<file path="src/rtl/adsr_pkg.sv">
// Register map, field layout and constants of the audio converter status block
package adsr_pkg;
  localparam int ADSR_AW = 8;
  localparam logic [7:0] ADSR_OFF_IER = 8'h14;
  localparam logic [7:0] ADSR_OFF_IDR = 8'h18;
  localparam logic [7:0] ADSR_OFF_IMR = 8'h1c;
  localparam logic [7:0] ADSR_OFF_SR = 8'h20;
  localparam logic [7:0] ADSR_OFF_SCR = 8'h24;
  localparam logic [7:0] ADSR_OFF_PARAM = 8'h28;
  localparam logic [7:0] ADSR_OFF_VER = 8'h2c;
  localparam int ADSR_BIT_BUSY = 0;
  localparam int ADSR_BIT_RDY = 1;
  localparam int ADSR_BIT_UR = 2;
  localparam logic [31:0] ADSR_IRQ_BITS = 32'h0000_0006;
  localparam logic [31:0] ADSR_ZERO = 32'h0000_0000;
  localparam logic [1:0] ADSR_FLAGS_RST = 2'h0;
  localparam int ADSR_VER_W = 12;
  localparam int ADSR_VAR_W = 4;
  localparam int ADSR_VAR_LSB = 16;
  typedef enum logic [1:0] {ADSR_IDLE, ADSR_ANSWER} adsr_bus_t;
endpackage : adsr_pkg

</file>
<file path="src/rtl/adsr_regs.sv">
// Status, interrupt mask, flag clear, parameter and version registers
// Summary of operation
// - Ones written to interrupt disable clear matching mask bits
// - Ones written to interrupt enable set matching mask bits
// - Mask bit reads one when its interrupt is enabled
// - Underrun flag in status bit 2 sets on underrun and sticks
// - Underrun flag reads zero after reset or clear until next underrun
// - Transmit ready in status bit 1 reads one when sample can be taken
// - Transmit ready reads zero when no sample can be taken
// - Status bit 0 shows busy during clock domain transfer
// - Ones written to flag clear at 0x24 clear underrun flag or ready interrupt request; ready level stays
// - Zero bits in flag clear leave flags untouched
// - Parameter register at 0x28 is read-only zero
// - Register at 0x2C reports version low twelve bits, variant above
// - Status register at 0x20 is read-only; only its underrun bit resets to zero
// - Registers run on bus clock; conversion side on generic clock
// - Interrupt disable at 0x18, write-only, acts on two bits only
//
// Chosen here: register access over Avalon-MM.
module adsr_regs
  import adsr_pkg::*;
#(
  parameter logic [ADSR_VER_W-1:0] VERSION_NUM = 12'h0a5, // Arbitrary value
  parameter logic [ADSR_VAR_W-1:0] VARIANT_NUM = 4'h0 // Arbitrary value
) (
  input wire logic CLK,
  input wire logic RSTN,
  input wire logic CE,
  input wire logic [ADSR_AW-1:0] AVS_ADDRESS,
  input wire logic AVS_READ,
  input wire logic AVS_WRITE,
  input wire logic [31:0] AVS_WRITEDATA,
  input wire logic [3:0] AVS_BYTEENABLE,
  output logic [31:0] AVS_READDATA,
  output logic AVS_WAITREQUEST,
  input wire logic TX_READY_IN,
  input wire logic UNDERRUN_PULSE,
  input wire logic CDC_BUSY,
  output logic IRQ
);
  // Converter side is outside; its indications arrive bus-clock synchronous
  adsr_bus_t state_q;
  logic [1:0] mask_q;
  logic ur_q;
  logic rdy_ev_q;
  logic rdy_prev_q;
  logic [31:0] rdata_q;
  logic acc;
  logic wr_fire;
  logic [31:0] wmask;
  logic [31:0] status_word;
  logic [31:0] rd_mux;

  assign acc = CE && (AVS_READ || AVS_WRITE) && state_q == ADSR_IDLE;
  // Write takes effect when waitrequest drops, the one sampling edge
  assign wr_fire = CE && AVS_WRITE && state_q == ADSR_ANSWER;
  assign AVS_WAITREQUEST = (state_q != ADSR_ANSWER);
  assign AVS_READDATA = rdata_q;
  assign wmask = AVS_WRITEDATA & {{8{AVS_BYTEENABLE[3]}}, {8{AVS_BYTEENABLE[2]}},
    {8{AVS_BYTEENABLE[1]}}, {8{AVS_BYTEENABLE[0]}}};

  always_ff @(posedge CLK or negedge RSTN) begin
    if (!RSTN) begin
      state_q <= ADSR_IDLE;
    end else if (CE) begin
      case (state_q)
        ADSR_IDLE: begin
          if (acc) begin
            state_q <= ADSR_ANSWER;
          end
        end
        ADSR_ANSWER: state_q <= ADSR_IDLE;
        default: state_q <= ADSR_IDLE;
      endcase
    end
  end

  // Mask; disable wins if both hit in one write, not possible on one bus
  always_ff @(posedge CLK or negedge RSTN) begin
    if (!RSTN) begin
      mask_q <= ADSR_FLAGS_RST;
    end else if (wr_fire && AVS_ADDRESS == ADSR_OFF_IDR) begin
      mask_q <= mask_q & ~wmask[ADSR_BIT_UR:ADSR_BIT_RDY];
    end else if (wr_fire && AVS_ADDRESS == ADSR_OFF_IER) begin
      mask_q <= mask_q | wmask[ADSR_BIT_UR:ADSR_BIT_RDY];
    end
  end

  // Sticky underrun; a new event beats a same-cycle clear
  always_ff @(posedge CLK or negedge RSTN) begin
    if (!RSTN) begin
      ur_q <= 1'b0;
    end else if (CE) begin
      if (UNDERRUN_PULSE) begin
        ur_q <= 1'b1;
      end else if (wr_fire && AVS_ADDRESS == ADSR_OFF_SCR && wmask[ADSR_BIT_UR]) begin
        ur_q <= 1'b0;
      end
    end
  end

  // Ready is a live level; its interrupt request is latched on the rise
  // so a clear write can withdraw it while the level stays readable
  always_ff @(posedge CLK or negedge RSTN) begin
    if (!RSTN) begin
      rdy_prev_q <= 1'b0;
      rdy_ev_q <= 1'b0;
    end else if (CE) begin
      rdy_prev_q <= TX_READY_IN;
      if (TX_READY_IN && !rdy_prev_q) begin
        rdy_ev_q <= 1'b1;
      end else if (!TX_READY_IN) begin
        rdy_ev_q <= 1'b0;
      end else if (wr_fire && AVS_ADDRESS == ADSR_OFF_SCR && wmask[ADSR_BIT_RDY]) begin
        rdy_ev_q <= 1'b0;
      end
    end
  end

  always_comb begin
    status_word = ADSR_ZERO;
    status_word[ADSR_BIT_BUSY] = CDC_BUSY;
    status_word[ADSR_BIT_RDY] = TX_READY_IN;
    status_word[ADSR_BIT_UR] = ur_q;
  end

  always_comb begin
    rd_mux = ADSR_ZERO;
    case (AVS_ADDRESS)
      ADSR_OFF_IMR: rd_mux[ADSR_BIT_UR:ADSR_BIT_RDY] = mask_q;
      ADSR_OFF_SR: rd_mux = status_word;
      ADSR_OFF_PARAM: rd_mux = ADSR_ZERO;
      ADSR_OFF_VER: begin
        rd_mux[ADSR_VER_W-1:0] = VERSION_NUM;
        rd_mux[ADSR_VAR_LSB +: ADSR_VAR_W] = VARIANT_NUM;
      end
      default: rd_mux = ADSR_ZERO;
    endcase
  end

  always_ff @(posedge CLK or negedge RSTN) begin
    if (!RSTN) begin
      rdata_q <= ADSR_ZERO;
    end else if (CE && acc && AVS_READ) begin
      rdata_q <= rd_mux;
    end
  end

  always_ff @(posedge CLK or negedge RSTN) begin
    if (!RSTN) begin
      IRQ <= 1'b0;
    end else if (CE) begin
      IRQ <= (mask_q[1] && ur_q) || (mask_q[0] && rdy_ev_q);
    end
  end

  // Busy guard is the software's job; nothing here blocks it.

  irq_follows_a: assert property (
    @(posedge CLK) disable iff (!RSTN)
    CE
    |=> IRQ == (($past(mask_q[1]) && $past(ur_q)) || ($past(mask_q[0]) && $past(rdy_ev_q))))
    else $error("irq mismatch");

  ur_sticky_a: assert property (
    @(posedge CLK) disable iff (!RSTN)
    CE && UNDERRUN_PULSE
    |=> ur_q)
    else $error("underrun not set");

  ur_hold_a: assert property (
    @(posedge CLK) disable iff (!RSTN)
    ur_q && !(wr_fire && AVS_ADDRESS == ADSR_OFF_SCR)
    |=> ur_q)
    else $error("underrun lost");

  ur_clear_a: assert property (
    @(posedge CLK) disable iff (!RSTN)
    wr_fire && AVS_ADDRESS == ADSR_OFF_SCR && wmask[ADSR_BIT_UR] && !UNDERRUN_PULSE
    |=> !ur_q)
    else $error("clear failed");

  ur_zero_clr_a: assert property (
    @(posedge CLK) disable iff (!RSTN)
    ur_q && wr_fire && !wmask[ADSR_BIT_UR]
    |=> ur_q)
    else $error("zero cleared");

  mask_set_a: assert property (
    @(posedge CLK) disable iff (!RSTN)
    wr_fire && AVS_ADDRESS == ADSR_OFF_IER && wmask[ADSR_BIT_UR]
    |=> mask_q[1])
    else $error("enable failed");

  mask_clr_a: assert property (
    @(posedge CLK) disable iff (!RSTN)
    wr_fire && AVS_ADDRESS == ADSR_OFF_IDR && wmask[ADSR_BIT_RDY]
    |=> !mask_q[0])
    else $error("disable failed");

  rd_status_a: assert property (
    @(posedge CLK) disable iff (!RSTN)
    CE && acc && AVS_READ && AVS_ADDRESS == ADSR_OFF_SR
    |=> AVS_READDATA[ADSR_BIT_UR] == $past(ur_q) && !AVS_WAITREQUEST)
    else $error("status read wrong");

  rd_param_a: assert property (
    @(posedge CLK) disable iff (!RSTN)
    CE && acc && AVS_READ && AVS_ADDRESS == ADSR_OFF_PARAM
    |=> AVS_READDATA == ADSR_ZERO)
    else $error("param nonzero");

  rd_busy_a: assert property (
    @(posedge CLK) disable iff (!RSTN)
    CE && acc && AVS_READ && AVS_ADDRESS == ADSR_OFF_SR
    |=> AVS_READDATA[ADSR_BIT_BUSY] == $past(CDC_BUSY))
    else $error("busy wrong");

  mask_set_rdy_a: assert property (
    @(posedge CLK) disable iff (!RSTN)
    wr_fire && AVS_ADDRESS == ADSR_OFF_IER && wmask[ADSR_BIT_RDY]
    |=> mask_q[0])
    else $error("ready enable failed");

  mask_clr_ur_a: assert property (
    @(posedge CLK) disable iff (!RSTN)
    wr_fire && AVS_ADDRESS == ADSR_OFF_IDR && wmask[ADSR_BIT_UR]
    |=> !mask_q[1])
    else $error("underrun disable failed");

  mask_keep_a: assert property (
    @(posedge CLK) disable iff (!RSTN)
    !(wr_fire && (AVS_ADDRESS == ADSR_OFF_IER || AVS_ADDRESS == ADSR_OFF_IDR))
    |=> $stable(mask_q))
    else $error("mask moved");

  rd_mask_a: assert property (
    @(posedge CLK) disable iff (!RSTN)
    CE && acc && AVS_READ && AVS_ADDRESS == ADSR_OFF_IMR
    |=> AVS_READDATA[ADSR_BIT_UR:ADSR_BIT_RDY] == $past(mask_q))
    else $error("mask read wrong");

  rd_rdy_a: assert property (
    @(posedge CLK) disable iff (!RSTN)
    CE && acc && AVS_READ && AVS_ADDRESS == ADSR_OFF_SR && TX_READY_IN
    |=> AVS_READDATA[ADSR_BIT_RDY])
    else $error("ready not shown");

  rd_rdy_low_a: assert property (
    @(posedge CLK) disable iff (!RSTN)
    CE && acc && AVS_READ && AVS_ADDRESS == ADSR_OFF_SR && !TX_READY_IN
    |=> !AVS_READDATA[ADSR_BIT_RDY])
    else $error("ready shown low side");

  rd_ver_a: assert property (
    @(posedge CLK) disable iff (!RSTN)
    CE && acc && AVS_READ && AVS_ADDRESS == ADSR_OFF_VER
    |=> AVS_READDATA[ADSR_VER_W-1:0] == VERSION_NUM)
    else $error("version wrong");

  rd_var_a: assert property (
    @(posedge CLK) disable iff (!RSTN)
    CE && acc && AVS_READ && AVS_ADDRESS == ADSR_OFF_VER
    |=> AVS_READDATA[ADSR_VAR_LSB +: ADSR_VAR_W] == VARIANT_NUM)
    else $error("variant wrong");

  rd_sr_upper_a: assert property (
    @(posedge CLK) disable iff (!RSTN)
    CE && acc && AVS_READ && AVS_ADDRESS == ADSR_OFF_SR
    |=> (AVS_READDATA >> (ADSR_BIT_UR + 1)) == ADSR_ZERO)
    else $error("status upper bits set");

  ur_rise_only_a: assert property (
    @(posedge CLK) disable iff (!RSTN)
    !ur_q && !(CE && UNDERRUN_PULSE)
    |=> !ur_q)
    else $error("underrun set without cause");

  rdy_clear_a: assert property (
    @(posedge CLK) disable iff (!RSTN)
    wr_fire && AVS_ADDRESS == ADSR_OFF_SCR && wmask[ADSR_BIT_RDY] && rdy_prev_q
    |=> !rdy_ev_q)
    else $error("ready request not cleared");

  rdy_keep_a: assert property (
    @(posedge CLK) disable iff (!RSTN)
    CE && rdy_ev_q && TX_READY_IN && !(wr_fire && AVS_ADDRESS == ADSR_OFF_SCR)
    |=> rdy_ev_q)
    else $error("ready request lost");

  rdy_rise_a: assert property (
    @(posedge CLK) disable iff (!RSTN)
    CE && TX_READY_IN && !rdy_prev_q
    |=> rdy_ev_q)
    else $error("ready request missed");

  rdy_fall_a: assert property (
    @(posedge CLK) disable iff (!RSTN)
    CE && !TX_READY_IN
    |=> !rdy_ev_q)
    else $error("ready request while not ready");

  irq_low_a: assert property (
    @(posedge CLK) disable iff (!RSTN)
    CE && mask_q == ADSR_FLAGS_RST
    |=> !IRQ)
    else $error("irq while masked");

  ur_irq_a: assert property (
    @(posedge CLK) disable iff (!RSTN)
    CE && mask_q[1] && ur_q
    |=> IRQ)
    else $error("underrun irq missing");

  rdy_irq_a: assert property (
    @(posedge CLK) disable iff (!RSTN)
    CE && mask_q[0] && rdy_ev_q
    |=> IRQ)
    else $error("ready irq missing");

  irq_drop_a: assert property (
    @(posedge CLK) disable iff (!RSTN)
    CE && !ur_q && !rdy_ev_q
    |=> !IRQ)
    else $error("irq without flag");

  wait_one_a: assert property (
    @(posedge CLK) disable iff (!RSTN)
    acc
    |=> !AVS_WAITREQUEST)
    else $error("no answer after request");

  wait_back_a: assert property (
    @(posedge CLK) disable iff (!RSTN)
    CE && !AVS_WAITREQUEST
    |=> AVS_WAITREQUEST)
    else $error("answer held too long");

  ur_ro_wr_a: assert property (
    @(posedge CLK) disable iff (!RSTN)
    ur_q && wr_fire && AVS_ADDRESS == ADSR_OFF_SR
    |=> ur_q)
    else $error("status written");

  rdata_hold_a: assert property (
    @(posedge CLK) disable iff (!RSTN)
    !(CE && acc && AVS_READ)
    |=> $stable(AVS_READDATA))
    else $error("read data moved");

  rd_unmapped_a: assert property (
    @(posedge CLK) disable iff (!RSTN)
    CE && acc && AVS_READ && (AVS_ADDRESS > ADSR_OFF_VER || AVS_ADDRESS < ADSR_OFF_IER)
    |=> AVS_READDATA == ADSR_ZERO)
    else $error("unmapped read nonzero");

  rd_wo_zero_a: assert property (
    @(posedge CLK) disable iff (!RSTN)
    CE && acc && AVS_READ && (AVS_ADDRESS == ADSR_OFF_IDR || AVS_ADDRESS == ADSR_OFF_SCR)
    |=> AVS_READDATA == ADSR_ZERO)
    else $error("write-only read nonzero");

  scr_mask_a: assert property (
    @(posedge CLK) disable iff (!RSTN)
    wr_fire && AVS_ADDRESS == ADSR_OFF_SCR
    |=> $stable(mask_q))
    else $error("clear touched mask");

  // Main scenarios
  cov_ur_c: cover property (@(posedge CLK) UNDERRUN_PULSE ##1 IRQ);
  cov_clr_c: cover property (@(posedge CLK) wr_fire && AVS_ADDRESS == ADSR_OFF_SCR);
  cov_ver_c: cover property (@(posedge CLK) acc && AVS_READ && AVS_ADDRESS == ADSR_OFF_VER);
  cov_rdy_c: cover property (@(posedge CLK) rdy_ev_q && mask_q[0] ##1 IRQ);
  cov_idr_c: cover property (@(posedge CLK) wr_fire && AVS_ADDRESS == ADSR_OFF_IDR);
endmodule : adsr_regs

</file>
<file path="config.mk">
export PLATFORM = sky130hd
export DESIGN_NAME = adsr_regs
export DESIGN_NICKNAME = d
export VERILOG_FILES = /design/src/rtl/adsr_pkg.sv /design/src/rtl/adsr_regs.sv
export SDC_FILE = /design/constraint.sdc
export NUM_CORES = 1
export LEC_CHECK = 0
export CORE_AREA = 2 2 39 41
export DETAILED_ROUTE_END_ITERATION = 7
export DIE_AREA = 0 0 41 43
export DONT_BUFFER_PORTS = 1
export PLACE_DENSITY = 0.76
export REMOVE_ABC_BUFFERS = 1
export SYNTH_ARGS = -nofsm -noshare
export SYNTH_HDL_FRONTEND = slang
export SYNTH_SLANG_ARGS = --single-unit
</file>
<file path="constraint.sdc">
create_clock -name CLK -period 2.64 [get_ports CLK]
set_clock_uncertainty 0.1 [all_clocks]
set_input_delay 0.528 -clock CLK [delete_from_list [all_inputs] [get_ports CLK]]
set_output_delay 0.528 -clock CLK [all_outputs]
set_load 0.005 [all_outputs]
</file>
# Word level (Yosys, flattened, before mapping)
# Index checks and enable logic that the tools add are counted.
[word_totals] romBits=0 latch_bits=0 ram_bits=0 output_inout_bits=34 regBits=20 input_bits=52 n_memories=0 word_cells=56
[op_classes] addsub=0 multipliers=0 reduce_logical=23 div=0 shifts=0 n_mux=12 n_eq_ne=10 order_cmp=0 n_bitwise=4
[op_table] op="equality test 8 x 5 -> 1 bit, second input constant" count=3
[op_table] op="equality test 8 x 6 -> 1 bit, second input constant" count=3
[op_table] op="logical AND 1 bit" count=14
[op_table] op="2-to-1 mux 2 bit" count=4
[op_table] op="case mux 2 bit (3 select lines)" count=1
[op_table] op="AND reduction 2 bit" count=3
[op_table] op="2-to-1 mux 1 bit" count=5
[op_table] op="2-to-1 mux 5 bit" count=1
[op_table] op="nonzero test 2 bit" count=2
[op_table] op="bitwise AND 3 bit" count=1
[op_table] op="!= test 3 x 1 -> 1 bit, second input constant" count=1
[op_table] op="bitwise AND 2 bit" count=1
[op_table] op="equality test 2 x 1 -> 1 bit, second input constant" count=1
[op_table] op="zero test 2 bit" count=1
[op_table] op="logical OR 1 bit" count=2
[op_table] op="!= test 2 x 1 -> 1 bit, second input constant" count=1
[op_table] op="!= test 2 bit, second input constant" count=1
[op_table] op="inverter 2 bit" count=1
[op_table] op="OR 2 bit" count=1
[op_table] op="case mux 1 bit (2 select lines)" count=1
[op_table] op="zero test 1 bit" count=1

# Depth between registers and ports, before layout
[depth] word_depth=7 ltp_mapped=4 mapped_depth_nobuf=4

# Worst setup path after synthesis
# Ideal clock, no wire load.
[synth_timing] path_kind="input to register" from="input AVS_ADDRESS[1]" to="register (tool-made name)" cell_stages=4 slack_ns=0.973 arrival_ns=1.442 path_buffers=0 required_ns=2.415 setup_time_ns=0.125 path_cell_list="nor4_4 > nand4_1 > nor2_1 > mux2_2"
[synth_lines] element="start: declaration" line_no="adsr_regs.sv:29" rtl="input wire logic [ADSR_AW-1:0] AVS_ADDRESS,"

==> flow_summary.json <==
{
  "cp_data_required_time_ps": 2690,
  "ys_top_cells_by_area": "dfrtp_1, buf_4, nand2_1, o21ai_0, mux2_2",
  "clockRootBuffer": "clkbuf_4",
  "hold_path_depth": 1,
  "max_freq_mhz": 679,
  "num_rows": 14,
  "yosysWarnings": 0,
  "power.density_nw_per_um2": 451,
  "hold_viol": 0,
  "cts_tree": "done",
  "rsz0062_at_grt": "no",
  "detail_route.first_pass.iterations": 4,
  "yosysSeqAreaShare_pct": 34.1,
  "drive_above_1_share_pct": 6.32,
  "design.die.area_um2": 1760,
  "worstPathArrival_ps": 1520,
  "cts_max_level": 1,
  "dpl_cell_area_um2": 709,
  "synth_top_area_cell": "dfrtp_1",
  "grt_pass1_wl_um": 1810,
  "numCtsBuffers": 3,
  "cap_viol_max_count": 0,
  "portBuffers": 0,
  "die_y_um": 43,
  "first_iter_violations": 9,
  "grt_usage_pct": 15.6,
  "clk_pin_slew_worst_paths_ps": 60,
  "route.detailed.drc": 0,
  "gr-total-overflow": 0,
  "synth_cell_types": 25,
  "ir_drop_v": 0.000330,
  "avgViaCountPerCell": 4.86,
  "wl_um": 1290,
  "clockBufferDepth": 2,
  "r2r_cells": 4,
  "core_um2": 1380,
  "crit_slowest_cell": "nor4_4",
  "syn_avg_cell_area_um2": 8.68,
  "setup_tns_ps": 0,
  "netlist.area_leader.share_pct": 34.1,
  "cp-end-kind": "flip-flop",
  "yosys_most_used_dff": "dfrtp_1",
  "grt_max_degree": 12,
  "layout_min_cycle_time_ps": 1470,
  "setup_viol": 0,
  "vias": 539,
  "synth-edff-count": 0,
  "syn_area_um2": 807,
  "initial_core_util_pct": 58.3,
  "leakage_uw": 0.000345,
  "ys_ff_latch": 11,
  "status": "complete, no violations",
  "fin_area_um2": 746,
  "cts_setup_buffers": 0,
  "utilization_pct": 53.9,
  "antenna_found_initial": 0,
  "fin_total_pwr_uw": 337,
  "min_period_over_period_pct": 55.8,
  "cp_max_fo": 5,
  "crit_path_cell_trace": "nor4_4 > nand4_1 > nor2_1 > mux2_2",
  "gp_congestion": 0.844,
  "slowest_delay_ps": 340,
  "io_pins": 86,
  "fillers": 138,
  "crit_type": "in2reg",
  "hpwl_um": 1080,
  "num_antenna_cells": 0,
  "post_drt_wl_per_cell_um": 11.7,
  "cp-start-kind": "input pin",
  "hp-class": "in2reg",
  "ant_nets": 0,
  "die_x_um": 41,
  "synth_common_cells": "buf_4, dfrtp_1, nand2_1",
  "yosysMostFrequentCell": "buf_4",
  "grt_pass1_vias": 457,
  "clkSinkCount": 11,
  "area_growth_syn_to_layout_pct": -7.60,
  "clk_latency_ps": 270,
  "fin_nets": 148,
  "syn_inst": 93,
  "synthArstFlopShare_pct": 100,
  "slew_violations": 0
}
-- final timing paths --
check	start	endpoint	slack, ps
max in group asynchronous	RSTN	async pin	1550
max	AVS_ADDRESS[1]	flip-flop	1170
min	CE	IRQ$_DFFE_PN0P_	250
max reg2reg	state_q[0]$_DFFE_PN0P_	flip-flop	1280
min reg2reg	AVS_READDATA[0]$_DFFE_PN0P_	AVS_READDATA[0]$_DFFE_PN0P_	410
min in group asynchronous	RSTN	AVS_READDATA[1]$_DFFE_PN0P_	550
-- cells in the final DEF, fill, tap and decap left out --
master / synthesis / layout
dfrtp_1: 11 / 11
clkbuf_4: 0 / 3
a22oi_1: 1 / 1
o31ai_1: 3 / 3
nor4_4: 1 / 1
a32oi_1: 1 / 1
nand3_1: 3 / 3
nand4_1: 2 / 2
nand2b_1: 1 / 1
nor2b_1: 3 / 3
and3_1: 1 / 1
xor2_1: 1 / 1
or4b_1: 1 / 1
mux2_2: 2 / 2
conb_1: 1 / 27
o211ai_1: 2 / 2
clkbuf_1: 0 / 1
o21ai_0: 5 / 5
o221ai_1: 1 / 1
and2_1: 2 / 2
dlygate4sd3_1: 0 / 1
nand2_1: 10 / 10
a21oi_1: 3 / 3
nor2_1: 5 / 5
inv_1: 3 / 3
a2bb2oi_1: 1 / 1
-- cell type report --
| cell class | count | area [µm²] | area share [%] |
|---|---|---|---|
| Sequential cell | 11 | 275 | 36.9 |
| Timing Repair Buffer | 1 | 10.0 | 1.34 |
| Multi-Input combinational cell | 76 | 403 | 54.0 |
| Inverter | 3 | 11.3 | 1.51 |
| Tap cell | 16 | 20.0 | 2.68 |
| Clock buffer | 4 | 26.3 | 3.52 |
-- logic make-up (layout without fill, tap and decap cells) --
group                     after synthesis  after routing  synth area share (%)
DFF                                    11             11                  34.1
muxes                                   2              2                  2.79
and+or+nand+nor                        29             29                  19.7
AOI/OAI and AO/OA                      17             17                  13.8
xor gates and xnor gates                1              1                  1.09
buffers and inverters                  32              8                  28.1
other                                   1             27                 0.465
-- power breakdown --
| group | internal (µW) | switching [µW] |
|---|---|---|
| Combinational | 14.4 | 28.9 |
| Clock | 58.4 | 53.3 |
| Sequential | 176 | 5.31 |
| Total | 249 | 87.5 |
-- per-stage QoR --
step                      cells  setup slack, ps  hold WS, ps
after floorplan              90              973          132
after global placement      106              900          133
after detailed placement    106              887          133
after CTS                   111             1170          235
after global routing        111             1140          230
final                       111             1170          246
-- metal layers --
layer,GRT usage [%],vias to the layer above,routed length (µm)
met1,16.4,239,466
met3,8.38,2,145
met4,4.00,0,4
li1,-,267,-
met5,0,-,0
met2,25.6,31,677
-- critical path, delay by kind of cell --
family / cells / cell delay (ps)
and+or+nand+nor: 3 / 650
muxes: 1 / 340
-- timing repair --
item | CTS | global route
hold buffers | 1 | 0
endpoints found under the setup margin | 0 | 0
hold endpoints to repair | 11 | 0
gates resized for setup | 0 | 0
Note: power is estimated with default switching activity, not from simulation.
